[config.mk]
export PLATFORM = sky130hd
export DESIGN_NAME = pcfd_top
export DESIGN_NICKNAME = d
export VERILOG_FILES = /design/src/hw/pcfd_pkg.sv /design/src/hw/pcfd_pin_if.sv /design/src/hw/pcfd_top.sv /design/src/hw/pcfd_pin_sync.sv
export VERILOG_INCLUDE_DIRS = /design/src /design/src/hw
export SDC_FILE = /design/constraint.sdc
export NUM_CORES = 1
export LEC_CHECK = 0
export ABC_CLOCK_PERIOD_IN_PS = 6990
export BUFFER_PORTS_ARGS = -buffer_cell sky130_fd_sc_hd__buf_2
export CAP_MARGIN = 20
export CORE_UTILIZATION = 60
export CTS_BUF_LIST = sky130_fd_sc_hd__clkbuf_4 sky130_fd_sc_hd__clkbuf_8 sky130_fd_sc_hd__clkbuf_16
export DETAILED_ROUTE_END_ITERATION = 7
export PLACE_DENSITY = 0.85
export SETUP_SLACK_MARGIN = 0.05
export SKIP_CTS_REPAIR_TIMING = 1
export SLEW_MARGIN = 20
export SYNTH_ARGS = -nofsm -noshare
export SYNTH_HDL_FRONTEND = slang
export SYNTH_SLANG_ARGS = --single-unit
[constraint.sdc]
create_clock -name clk_in -period 6.99 [get_ports clk_in]
set_clock_uncertainty 0.15 [all_clocks]
set_input_delay 1.398 -clock clk_in [delete_from_list [all_inputs] [get_ports clk_in]]
set_output_delay 1.398 -clock clk_in [all_outputs]
set_load 0.05 [all_outputs]
[src/hw/pcfd_params.svh]
// register offsets, field positions, reset values and pin indices
// assumes: included by bare name from every file that needs a constant
`ifndef PCFD_PARAMS_SVH
`define PCFD_PARAMS_SVH

// ****************************************************************
// register map, byte offsets on the wishbone bus
// ****************************************************************
`define PCFD_ADDR_CTRL 8'h00
`define PCFD_ADDR_STATUS 8'h04
`define PCFD_ADDR_IRQ_STAT 8'h08
`define PCFD_ADDR_IRQ_MASK 8'h0C

// ****************************************************************
// field positions and reset values
// ****************************************************************
`define PCFD_CTRL_THR_MSB 7
`define PCFD_CTRL_THR_LSB 0
`define PCFD_CTRL_RST 8'h04
`define PCFD_ST_LOCK 0
`define PCFD_ST_LOOP 1
`define PCFD_ST_REFB 2
`define PCFD_ST_FALL 3
`define PCFD_ST_HALF_LSB 8
`define PCFD_ST_HALF_MSB 23
`define PCFD_IRQ_GAIN 0
`define PCFD_IRQ_LOST 1
`define PCFD_IRQ_W 2
`define PCFD_HALF_RST 16'h0004
`define PCFD_HALF_MAX 16'hFFFF

// ****************************************************************
// synchronised pin indices
// ****************************************************************
`define PCFD_NPIN 7
`define PCFD_PIN_REFA 0
`define PCFD_PIN_REFB 1
`define PCFD_PIN_FB 2
`define PCFD_PIN_RSEL 3
`define PCFD_PIN_RANGE 4
`define PCFD_PIN_EDGE 5
`define PCFD_PIN_LOOP 6

`endif

[src/hw/pcfd_pkg.sv]
// types shared by the clock fanout driver files
// assumes: nothing beyond a systemverilog compiler
package pcfd_pkg;
  // loop tracking state
  typedef enum logic [1:0] {
    loop_bypass,
    loop_acquire,
    loop_locked
  } pcfd_loop_t;
endpackage : pcfd_pkg

[src/hw/pcfd_pin_if.sv]
// carrier for one synchronised pin: level and both edge pulses
// assumes: driven by pcfd_pin_sync, read by pcfd_top
`timescale 1ns/1ns
`default_nettype none
interface pcfd_pin_if;
  logic lvl;
  logic rise;
  logic fall;
  modport src (output lvl, output rise, output fall);
  modport dst (input lvl, input rise, input fall);
endinterface : pcfd_pin_if
`default_nettype wire

[src/hw/pcfd_top.sv]
// digital model of a phase-locked clock fanout driver
// assumes: reference and feedback pins are slower than clk_in / 2,
// and software reaches the registers over classic wishbone
//
// Notes on behaviour
// - reference chooser high picks second reference
// - enable-reset low tri-states every clock output
// - enable-reset low clears output registers asynchronously
// - inverted output: primary frequency, opposite polarity
// - doubled output: twice primary, rising edges aligned
// - halved output: half primary, rising edges aligned
// - lock flag high once locked, else low
// - edge select low rising, high falling reference
// - loop enable switches the loop on or off
// - range select low inserts divide-by-two in oscillator
// - eight outputs: five primary, inverted, doubled, halved
// - range select leaves output frequencies unchanged
//
// Added by the designer: the Wishbone interface to the registers and the register addresses.
`include "pcfd_params.svh"
`timescale 1ns/1ns
`default_nettype none
module pcfd_top #(
  parameter int NPRIM = 5,
  parameter logic [15:0] HALF_RST = `PCFD_HALF_RST
) (
  input wire logic clk_in,
  input wire logic arst_n_in,
  input wire logic [7:0] wb_adr_in,
  input wire logic [31:0] wb_dat_in,
  input wire logic [3:0] wb_sel_in,
  input wire logic wb_we_in,
  input wire logic wb_cyc_in,
  input wire logic wb_stb_in,
  output logic [31:0] wb_dat_out,
  output logic wb_ack_out,
  output logic irq_out,
  input wire logic ref_clk_a_in,
  input wire logic ref_clk_b_in,
  input wire logic ref_sel_in,
  input wire logic osc_range_select_in,
  input wire logic sync_edge_select_in,
  input wire logic loop_enable_in,
  input wire logic feedback_in,
  input wire logic out_enable_rst_n_in,
  output logic [NPRIM-1:0] primary_clock_outputs_out,
  output logic [NPRIM-1:0] primary_clock_oe_n_out,
  output logic inverted_clock_output_out,
  output logic inverted_clock_oe_n_out,
  output logic doubled_clock_output_out,
  output logic doubled_clock_oe_n_out,
  output logic halved_clock_output_out,
  output logic halved_clock_oe_n_out,
  output logic lock_out
);

  // ****************************************************************
  // pin synchronisers
  // ****************************************************************
  pcfd_pin_if pin_if [`PCFD_NPIN] ();
  logic [`PCFD_NPIN-1:0] pin_raw;
  logic [`PCFD_NPIN-1:0] pin_lvl;
  logic [`PCFD_NPIN-1:0] pin_rise;
  logic [`PCFD_NPIN-1:0] pin_fall;

  assign pin_raw[`PCFD_PIN_REFA] = ref_clk_a_in;
  assign pin_raw[`PCFD_PIN_REFB] = ref_clk_b_in;
  assign pin_raw[`PCFD_PIN_FB] = feedback_in;
  assign pin_raw[`PCFD_PIN_RSEL] = ref_sel_in;
  assign pin_raw[`PCFD_PIN_RANGE] = osc_range_select_in;
  assign pin_raw[`PCFD_PIN_EDGE] = sync_edge_select_in;
  assign pin_raw[`PCFD_PIN_LOOP] = loop_enable_in;

  // one synchroniser per pin
  for (genvar p = 0; p < `PCFD_NPIN; p++) begin : g_pin
    pcfd_pin_sync u_sync (
      .clk_in(clk_in),
      .arst_n_in(arst_n_in),
      .pin_in(pin_raw[p]),
      .pin(pin_if[p])
    );
    assign pin_lvl[p] = pin_if[p].lvl;
    assign pin_rise[p] = pin_if[p].rise;
    assign pin_fall[p] = pin_if[p].fall;
  end

  // ****************************************************************
  // reference choice and edge selection
  // ****************************************************************
  wire logic use_b = pin_lvl[`PCFD_PIN_RSEL];
  wire logic use_fall = pin_lvl[`PCFD_PIN_EDGE];
  wire logic loop_on = pin_lvl[`PCFD_PIN_LOOP];
  wire logic range_hi = pin_lvl[`PCFD_PIN_RANGE];
  // second reference when chooser is high
  wire logic ref_rise = use_b ? pin_rise[`PCFD_PIN_REFB]
                              : pin_rise[`PCFD_PIN_REFA];
  wire logic ref_fall = use_b ? pin_fall[`PCFD_PIN_REFB]
                              : pin_fall[`PCFD_PIN_REFA];
  // feedback compared on the same polarity as the reference
  wire logic ref_edge = use_fall ? ref_fall : ref_rise;
  wire logic fb_edge = use_fall ? pin_fall[`PCFD_PIN_FB]
                                : pin_rise[`PCFD_PIN_FB];

  // ****************************************************************
  // oscillator model and range divider
  // ****************************************************************
  logic [15:0] osc_cnt_reg;
  logic [15:0] half_reg;
  logic [15:0] half_next;
  logic rdiv_reg;

  wire logic osc_tick = loop_on && (osc_cnt_reg >= half_reg - 16'h0001);
  // range low inserts a divide-by-two, so the oscillator runs twice
  // as fast and the loop halves its period: outputs stay put
  wire logic vco_tick = range_hi ? osc_tick
                                 : (osc_tick & rdiv_reg);
  // loop off: chain steps straight on the chosen reference edge
  wire logic chain_tick = loop_on ? vco_tick : ref_edge;

  // oscillator counter and range divider
  always_ff @(posedge clk_in or negedge arst_n_in) begin
    if (!arst_n_in) begin
      osc_cnt_reg <= 16'h0000;
      rdiv_reg <= 1'b0;
    end else begin
      osc_cnt_reg <= (osc_tick || !loop_on) ? 16'h0000
                                            : osc_cnt_reg + 16'h0001;
      rdiv_reg <= loop_on ? (rdiv_reg ^ osc_tick) : 1'b0;
    end
  end

  // ****************************************************************
  // phase/frequency tracking
  // ****************************************************************
  logic [1:0] fbn_reg;
  logic [7:0] good_reg;
  logic [7:0] good_next;
  logic [7:0] ctrl_thr_reg;
  pcfd_pkg::pcfd_loop_t state_reg;
  pcfd_pkg::pcfd_loop_t state_next;

  // feedback edges seen since the last reference edge, saturating
  wire logic [1:0] fbn_inc = (fbn_reg == 2'h3) ? fbn_reg
                                               : fbn_reg + 2'h1;
  wire logic fb_slow = (fbn_reg == 2'h0);
  wire logic fb_fast = (fbn_reg >= 2'h2);
  wire logic fb_match = (fbn_reg == 2'h1);
  wire logic [7:0] good_inc = (good_reg == 8'hFF) ? good_reg
                                                  : good_reg + 8'h01;
  wire logic thr_met = (good_inc >= ctrl_thr_reg);

  // ratio is set by whichever output the board returns on feedback
  // so the loop only counts feedback edges per reference period
  always_comb begin
    half_next = half_reg;
    if (loop_on && ref_edge && fb_slow && half_reg > 16'h0001) begin
      half_next = half_reg - 16'h0001;
    end else if (loop_on && ref_edge && fb_fast &&
                 half_reg != `PCFD_HALF_MAX) begin
      half_next = half_reg + 16'h0001;
    end
  end

  // lock state; locked after ctrl_thr_reg matching periods in a row, at least one
  always_comb begin
    state_next = state_reg;
    good_next = good_reg;
    case (state_reg)
      pcfd_pkg::loop_bypass: begin
        good_next = 8'h00;
        if (loop_on) begin
          state_next = pcfd_pkg::loop_acquire;
        end
      end
      pcfd_pkg::loop_acquire: begin
        if (ref_edge) begin
          good_next = fb_match ? good_inc : 8'h00;
          if (fb_match && thr_met) begin
            state_next = pcfd_pkg::loop_locked;
          end
        end
      end
      pcfd_pkg::loop_locked: begin
        if (ref_edge && !fb_match) begin
          state_next = pcfd_pkg::loop_acquire;
          good_next = 8'h00;
        end
      end
      default: begin
        state_next = pcfd_pkg::loop_bypass;
      end
    endcase
    if (!loop_on) begin
      state_next = pcfd_pkg::loop_bypass;
      good_next = 8'h00;
    end
  end

  // tracking registers
  always_ff @(posedge clk_in or negedge arst_n_in) begin
    if (!arst_n_in) begin
      fbn_reg <= 2'h0;
      half_reg <= HALF_RST;
      good_reg <= 8'h00;
      state_reg <= pcfd_pkg::loop_bypass;
    end else begin
      fbn_reg <= ref_edge ? {1'b0, fb_edge}
                          : (fb_edge ? fbn_inc : fbn_reg);
      half_reg <= half_next;
      good_reg <= good_next;
      state_reg <= state_next;
    end
  end

  wire logic lock_now = (state_reg == pcfd_pkg::loop_locked);
  wire logic lock_new = (state_next == pcfd_pkg::loop_locked);
  wire logic ev_gain = lock_new & ~lock_now;
  wire logic ev_lost = lock_now & ~lock_new;

  // ****************************************************************
  // output divider chain, cleared by enable-reset or system reset
  // ****************************************************************
  // the enable-reset pin acts without the clock, so it joins the
  // async reset directly rather than through a synchroniser
  wire logic out_clr_n = arst_n_in & out_enable_rst_n_in;
  logic [2:0] chain_reg;
  logic [NPRIM-1:0] prim_reg;
  logic inv_reg;
  logic dbl_reg;
  logic half_out_reg;
  logic [7:0] oe_n_reg;

  // primary, doubled and halved rise on falling chain bits; a carry through all
  // three bits makes those three outputs rise on the same clock edge as inverted falls
  wire logic [2:0] chain_next = chain_tick ? chain_reg + 3'h1
                                           : chain_reg;

  // chain and clock output flops
  always_ff @(posedge clk_in or negedge out_clr_n) begin
    if (!out_clr_n) begin
      chain_reg <= 3'h7;
      dbl_reg <= 1'b0;
      inv_reg <= 1'b0;
      half_out_reg <= 1'b0;
      oe_n_reg <= 8'hFF;
    end else begin
      chain_reg <= chain_next;
      dbl_reg <= ~chain_next[0];
      inv_reg <= chain_next[1];
      half_out_reg <= ~chain_next[2];
      oe_n_reg <= 8'h00;
    end
  end

  // five matched primary copies, one flop each
  for (genvar q = 0; q < NPRIM; q++) begin : g_prim
    always_ff @(posedge clk_in or negedge out_clr_n) begin
      if (!out_clr_n) begin
        prim_reg[q] <= 1'b0;
      end else begin
        prim_reg[q] <= ~chain_next[1];
      end
    end
  end

  assign primary_clock_outputs_out = prim_reg;
  assign primary_clock_oe_n_out = {NPRIM{oe_n_reg[0]}};
  assign inverted_clock_output_out = inv_reg;
  assign inverted_clock_oe_n_out = oe_n_reg[5];
  assign doubled_clock_output_out = dbl_reg;
  assign doubled_clock_oe_n_out = oe_n_reg[6];
  assign halved_clock_output_out = half_out_reg;
  assign halved_clock_oe_n_out = oe_n_reg[7];

  // ****************************************************************
  // wishbone slave, status and interrupts
  // ****************************************************************
  logic ack_reg;
  logic [31:0] dat_reg;
  logic [`PCFD_IRQ_W-1:0] irq_stat_reg;
  logic [`PCFD_IRQ_W-1:0] irq_mask_reg;
  logic irq_reg;
  logic lock_reg;
  logic [31:0] rd_mux;

  wire logic bus_req = wb_cyc_in & wb_stb_in & ~ack_reg;
  wire logic bus_wr = bus_req & wb_we_in & wb_sel_in[0];
  wire logic hit_ctrl = (wb_adr_in == `PCFD_ADDR_CTRL);
  wire logic hit_stat = (wb_adr_in == `PCFD_ADDR_STATUS);
  wire logic hit_istat = (wb_adr_in == `PCFD_ADDR_IRQ_STAT);
  wire logic hit_imask = (wb_adr_in == `PCFD_ADDR_IRQ_MASK);
  wire logic [`PCFD_IRQ_W-1:0] ev_vec = {ev_lost, ev_gain};
  wire logic [`PCFD_IRQ_W-1:0] w1c =
    (bus_wr && hit_istat) ? wb_dat_in[`PCFD_IRQ_W-1:0]
                          : {`PCFD_IRQ_W{1'b0}};
  // a new event wins over a clear in the same cycle
  wire logic [`PCFD_IRQ_W-1:0] istat_next =
    (irq_stat_reg & ~w1c) | ev_vec;
  wire logic [`PCFD_IRQ_W-1:0] imask_next =
    (bus_wr && hit_imask) ? wb_dat_in[`PCFD_IRQ_W-1:0] : irq_mask_reg;

  // read selection; unmapped offsets read zero and still ack
  always_comb begin
    rd_mux = 32'h0000_0000;
    if (hit_ctrl) begin
      rd_mux[`PCFD_CTRL_THR_MSB:`PCFD_CTRL_THR_LSB] = ctrl_thr_reg;
    end else if (hit_stat) begin
      rd_mux[`PCFD_ST_LOCK] = lock_reg;
      rd_mux[`PCFD_ST_LOOP] = loop_on;
      rd_mux[`PCFD_ST_REFB] = use_b;
      rd_mux[`PCFD_ST_FALL] = use_fall;
      rd_mux[`PCFD_ST_HALF_MSB:`PCFD_ST_HALF_LSB] = half_reg;
    end else if (hit_istat) begin
      rd_mux[`PCFD_IRQ_W-1:0] = irq_stat_reg;
    end else if (hit_imask) begin
      rd_mux[`PCFD_IRQ_W-1:0] = irq_mask_reg;
    end
  end

  // bus, control and interrupt registers
  always_ff @(posedge clk_in or negedge arst_n_in) begin
    if (!arst_n_in) begin
      ack_reg <= 1'b0;
      dat_reg <= 32'h0000_0000;
      ctrl_thr_reg <= `PCFD_CTRL_RST;
      irq_stat_reg <= {`PCFD_IRQ_W{1'b0}};
      irq_mask_reg <= {`PCFD_IRQ_W{1'b0}};
      irq_reg <= 1'b0;
      lock_reg <= 1'b0;
    end else begin
      ack_reg <= bus_req;
      dat_reg <= bus_req ? rd_mux : 32'h0000_0000;
      if (bus_wr && hit_ctrl) begin
        ctrl_thr_reg <= wb_dat_in[`PCFD_CTRL_THR_MSB:`PCFD_CTRL_THR_LSB];
      end
      irq_stat_reg <= istat_next;
      irq_mask_reg <= imask_next;
      irq_reg <= |(istat_next & imask_next);
      lock_reg <= lock_new;
    end
  end

  assign wb_ack_out = ack_reg;
  assign wb_dat_out = dat_reg;
  assign irq_out = irq_reg;
  assign lock_out = lock_reg;

endmodule : pcfd_top
`default_nettype wire

[src/hw/pcfd_pin_sync.sv]
// two-flop synchroniser with edge detection for one pin
// assumes: pin is asynchronous to clk_in
`timescale 1ns/1ns
`default_nettype none
module pcfd_pin_sync (
  input wire logic clk_in,
  input wire logic arst_n_in,
  input wire logic pin_in,
  pcfd_pin_if.src pin
);
  logic meta_reg;
  logic sync_reg;
  logic last_reg;

  // meta_reg feeds sync_reg only, never any logic
  always_ff @(posedge clk_in or negedge arst_n_in) begin
    if (!arst_n_in) begin
      meta_reg <= 1'b0;
      sync_reg <= 1'b0;
      last_reg <= 1'b0;
    end else begin
      meta_reg <= pin_in;
      sync_reg <= meta_reg;
      last_reg <= sync_reg;
    end
  end

  // edges from the settled level only
  assign pin.lvl = sync_reg;
  assign pin.rise = sync_reg & ~last_reg;
  assign pin.fall = ~sync_reg & last_reg;
endmodule : pcfd_pin_sync
`default_nettype wire

# [Yosys cells after proc, flatten, opt, wreduce, memory -nomap -nowiden]
# Cells that the tools add are included.
[classes] add_sub_neg=6 mul=0 div_mod_pow=0 magnitude_cmp=4 eq_ne=14 shifts=0 muxes=36 bitwise_logic=31 reduce_logical=22
[ops] operator="16-bit two-way mux" count=5
[ops] operator="8-bit two-way mux" count=5
[ops] operator="16-bit by 1-bit adder with 16-bit output, second input constant" count=2
[ops] operator="2-bit two-way mux" count=13
[ops] operator="24-bit two-way mux" count=1
[ops] operator="8-bit one-hot mux with 3 select lines" count=1
[ops] operator="8-bit by 4-bit equality test with 1-bit output, second input constant" count=2
[ops] operator="16-bit >= comparator" count=1
[ops] operator="16-bit by 1-bit greater-than comparator with 1-bit output, second input constant" count=1
[ops] operator="16-bit != test, second input constant" count=1
[ops] operator="16-bit by 1-bit subtractor with 16-bit output, second input constant" count=1
[ops] operator="1-bit bitwise AND" count=14
[ops] operator="1-bit NOT" count=12
[ops] operator="1-bit logical AND" count=11
[ops] operator="8-bit by 1-bit adder with 8-bit output, second input constant" count=1
[ops] operator="8-bit by 3-bit equality test with 1-bit output, second input constant" count=1
[ops] operator="8-bit equality test, second input constant" count=1
[ops] operator="8-bit >= comparator" count=1
[ops] operator="8-bit logical NOT" count=1
[ops] operator="4-bit two-way mux" count=2
[ops] operator="1-bit two-way mux" count=7
[ops] operator="2-bit equality test, second input constant" count=3
[ops] operator="3-bit != test, second input constant" count=2
[ops] operator="2-bit one-hot mux with 3 select lines" count=1
[ops] operator="18 further kinds" count=23
[totals] ff_bits=116 latch_bits=0 ram_bits=0 mem_bits_ro=0 in_bits=57 out_inout_bits=51 elab_cells=149 n_memories=0

# [Depth between registers and ports, before layout]
[logic_depth] ltp_word=14 mapped_depth=19 ltp_nobuf=18

# [Cells and area by module]
# From an unflattened synthesis, not the netlist that was laid out.
[hier_totals] hier_cells=551 hier_area_um2=5889.4
[modules_own_cells] mod="pcfd_top" n_inst=1 cells_each=516 area_per_inst_um2=5258.8 seq_area_each_um2=2309.7
[modules_own_cells] mod="pcfd_pin_sync" n_inst=7 cells_each=5 area_per_inst_um2=90.1 seq_area_each_um2=75.1

# [Least setup slack after synthesis]
# Ideal clock, no wire load.
[synth_timing] kind="flip-flop to flip-flop" start="register half_reg[6]" end="register chain_reg[0]" setup_time_ns=0.088 t_arrival_ns=4.064 required_ns=6.752 setup_slack_ns=2.688 stages_incl_launch_ff=18 n_path_buf=2 synth_period_minus_slack_ns=4.302 cell_sequence="dfrtp_1 buf_6 or4_4 or2_1 buf_2 nor3_1 xnor2_1 ha_1 and4_1 a21o_1 o2bb2ai_1 nor3_1 a21boi_0 ha_1 o21ai_0 or3_1 o211ai_1 or3_1"
[synth_between] elab_chain_len=7
[synth_lines] element="start, declared" line="pcfd_top.sv:108" text="logic [15:0] half_reg;"
[synth_lines] element="start signal, assigned" line="pcfd_top.sv:209" text="half_reg <= half_next;"
[synth_lines] element="16-bit by 1-bit subtractor with 16-bit output (*)" line="pcfd_top.sv:112" text="wire logic osc_tick = loop_on && (osc_cnt_reg >= half_reg - 16'h0001);"
[synth_lines] element="16-bit >= comparator (*)" line="pcfd_top.sv:112"
[synth_lines] element="1-bit logical AND (*)" line="pcfd_top.sv:112"
[synth_lines] element="1-bit bitwise AND" line="pcfd_top.sv:116" text=": (osc_tick & rdiv_reg);"
[synth_lines] element="1-bit two-way mux (*)" line="pcfd_top.sv:115" text="wire logic vco_tick = range_hi ? osc_tick"
[synth_lines] element="1-bit two-way mux (*)" line="pcfd_top.sv:118" text="wire logic chain_tick = loop_on ? vco_tick : ref_edge;"
[synth_lines] element="3-bit two-way mux (*)" line="pcfd_top.sv:235" text="wire logic [2:0] chain_next = chain_tick ? chain_reg + 3'h1"
[synth_lines] element="net chain_next[0]" line="pcfd_top.sv:235"
[synth_lines] element="end signal, assigned" line="pcfd_top.sv:247" text="chain_reg <= chain_next;"
[synth_lines] element="end, declared" line="pcfd_top.sv:226" text="logic [2:0] chain_reg;"
# The timed path passes the listed nets; every way through them passes the cells marked *.
# A chain may end at the register's enable or synchronous reset.

# [Worst setup path in the final report]
# Ends and elaborated chain as after synthesis.

==> reports/metrics.yaml <==
die:
  fp.dieArea_um2: 10600
  dieWidth_um: 103
  ios: 108
  die_h_um: 103
  coreArea_um2: 9860
  rows: 36
  initial_core_util: 0.622
grt:
  grt_max_degree: 73
  overflow: 0
  grt_pass1_wl_mm: 20.3
  antenna_found_initial: 0
  grt_usage: 0.248
  grt_pass1_vias: 4391
sta:
  maxSlewHeadroom: 0.382
  tightest_slew_ps: 920
  fin_crit_ps: 4890
  fin_tns_setup_ps: 0
  hold_viol: 0
  drv_slew: 0
  finalCritPeriodShare: 0.699
  fin_hold_ws_ps: 207
  setup_viol: 0
  rsz0062_at_grt: "no"
  fmax_mhz: 205
cells_and_area:
  antenna_cells: 0
  syn2layout_area_growth_pct: 8.93
  largest_register_ffs: 24
  fillers: 754
  layout-drive-gt1-share: 0.191
  seq_area_um2: 2740
  multi_input_area_um2: 3080
  nets: 747
clock_tree:
  cts_tree: "built"
  h-tree-depth: 3
  clkLatencyLatePin_ps: 380
  clkTransAtPathRegs_ps: 100
  numCtsBuffers: 9
  cts.sinks: 109
  clock_path_buffers: 2
  cts-root-buf: "clkbuf_8"
yosys:
  synth.distinct_cells: 70
  synth_area_leaders: "dfrtp_1, ha_1, xor2_1"
  ys_ff_latch: 109
  synth_top_area_cell: "dfrtp_1"
  synth_top_area_frac: 0.420
  syn_inst: 599
  synth_flop_cell: "dfrtp_1"
  syn_avg_cell_area_um2: 10.2
  synth-edff-count: 0
  async_reset_ff_frac: 1.00
  netlist_area_um2: 6140
  ys_warn_count: 0
  synth-seq-area-share: 0.446
critical_path:
  r2r-end: "chain_reg[0]"
  crit_path_end_kind: "flip-flop"
  timing.rr.start: "half_reg[6]"
  start_kind: "flip-flop"
  critPathRequiredTime_ps: 7140
  cp_data_arrival_time_ps: 5040
  reg2regPathDepth: 15
  cp_max_fo: 9
  crit_type: "reg -> reg"
  r2r_slack_ps: 2100
routing:
  drc: 0
  wl_per_cell_um: 15.9
  firstDrtPassIters: 4
  vias: 4606
  ant_nets: 0
  drt_iter0_drc: 242
  finalWirelength_mm: 12.5
  via_per_inst: 5.84
placement:
  io_buffers: 72
  gp_congestion: 0.892
  dpl.hpwl_mm: 9.29
hold_path:
  hold_end: "g_pin[6].u_sync.pin.lvl"
  hold_path_depth: 0
  hold_class: "reg -> reg"
  worstHoldStart: "g_pin[6].u_sync.meta_reg"
power:
  vdd_drop_max_mv: 0.274
  leakage_nw: 3.19
  total_power_mw: 1.86
  power_density_nw_per_um2: 278
run:
  drv_cap: 0
status:
  status: "finished clean"
## placed cells by master (no fill, tap or decap), types with 8 or more instances in the layout
cell type  synthesis  routed
nor3_1            17      17
mux2i_1            8       8
clkbuf_8           0       9
ha_1              39      39
xnor2_1           21      21
mux2_2             9       9
xor2_1            22      22
nor4_1            11      11
inv_1             25      25
nor2_1            38      38
nand2b_1           9       9
a21oi_1           11      11
dfrtp_1          103     103
o21ai_0           16      16
conb_1             1       9
and3_1            13      13
nand3_1           37      37
buf_2             10      71
nand2_1           44      44
and2_1            22      22
## kinds of logic after synthesis
| group | count (synthesis) | synth area share |
|---|---|---|
| simple gates | 235 | 0.217 |
| flops | 109 | 0.446 |
| compound gates | 85 | 0.0997 |
| buf+inv | 67 | 0.0571 |
| xor+xnor | 43 | 0.0614 |
| fa+ha+maj | 39 | 0.0795 |
| mux | 20 | 0.0387 |
| other cells | 1 | 0.000611 |
## cells in the mapped netlist, types with 3 or more instances
cell / instances
or3_1: 3
clkbuf_1: 10
a211oi_1: 7
nor2b_1: 5
a21boi_0: 3
nor2_1: 38
o31ai_1: 3
xor2_1: 22
a21oi_1: 11
xnor2_1: 21
dfstp_2: 6
buf_2: 10
or4_1: 3
ha_1: 39
nand3_1: 37
buf_4: 19
o21ai_1: 6
mux2_2: 9
o2bb2ai_1: 3
inv_1: 25
o21a_1: 6
mux2i_1: 8
nor3b_1: 5
a21o_1: 6
nand2b_1: 9
o21ai_0: 16
nand4_1: 6
and4_1: 3
nor4_1: 11
nand2_1: 44
and3_1: 13
and2_1: 22
nor3_1: 17
o31a_1: 4
dfrtp_1: 103
## per-layer routing
layer	vias up	global-route usage	share of wire
met2	137	0.423	0.50
met1	2269	0.322	0.44
met3	17	0.0481	0.046
met5	-	0	0
met4	0	0.0737	0.012
li1	2183	-	-
## worst max-delay path, cell delays in order (launching register included)
cell	delay [ps]
dfrtp_1	510
or4_4	600
or2_1	340
nor3_1	210
xnor2_1	170
ha_1	280
and4_1	220
a21o_1	180
o2bb2ai_1	120
nor3_1	550
a21boi_0	190
ha_1	230
o21ai_0	460
or3_1	190
o211ai_1	100
or3_1	320
## report_power, final
part           total (mW)  leakage [nW]  switching [mW]  internal, mW
sequential          0.856          1.43           0.144         0.712
combinational       0.592          1.66           0.365         0.226
clock               0.409         0.106           0.234         0.175
## how the worst max path moves through the flow
stage           startpoint                        end  slack [ps]
2_1_floorplan  half_reg[6]               chain_reg[0]        2690
3_3_place_gp   half_reg[6]               chain_reg[0]        2290
3_5_place_dp   half_reg[6]               chain_reg[0]        2160
4_1_cts        half_reg[6]  inverted_clock_output_out        2150
5_1_grt        half_reg[0]  inverted_clock_output_out        1860
6_report       half_reg[6]               chain_reg[0]        2100
## final cells by class
cell class / instances / share of cell area
clock inverters: 7 / 0.0137
repair buffers: 75 / 0.0588
inverters: 25 / 0.0140
clock buffers: 9 / 0.0185
multi-input cells: 431 / 0.461
flip-flops and latches: 109 / 0.409
well taps: 133 / 0.0249
## through the flow
stage | setup slack [ps] | utilization | instances | area (um^2)
2_1_floorplan | 2690 | - | 607 | 6170
3_3_place_gp | 2290 | 0.654 | 772 | 6450
3_5_place_dp | 2160 | 0.654 | 772 | 6450
4_1_cts | 2150 | 0.676 | 788 | 6670
5_1_grt | 1860 | 0.678 | 789 | 6690
6_report | 2100 | 0.678 | 789 | 6690
(Power assumes the default switching activity.)
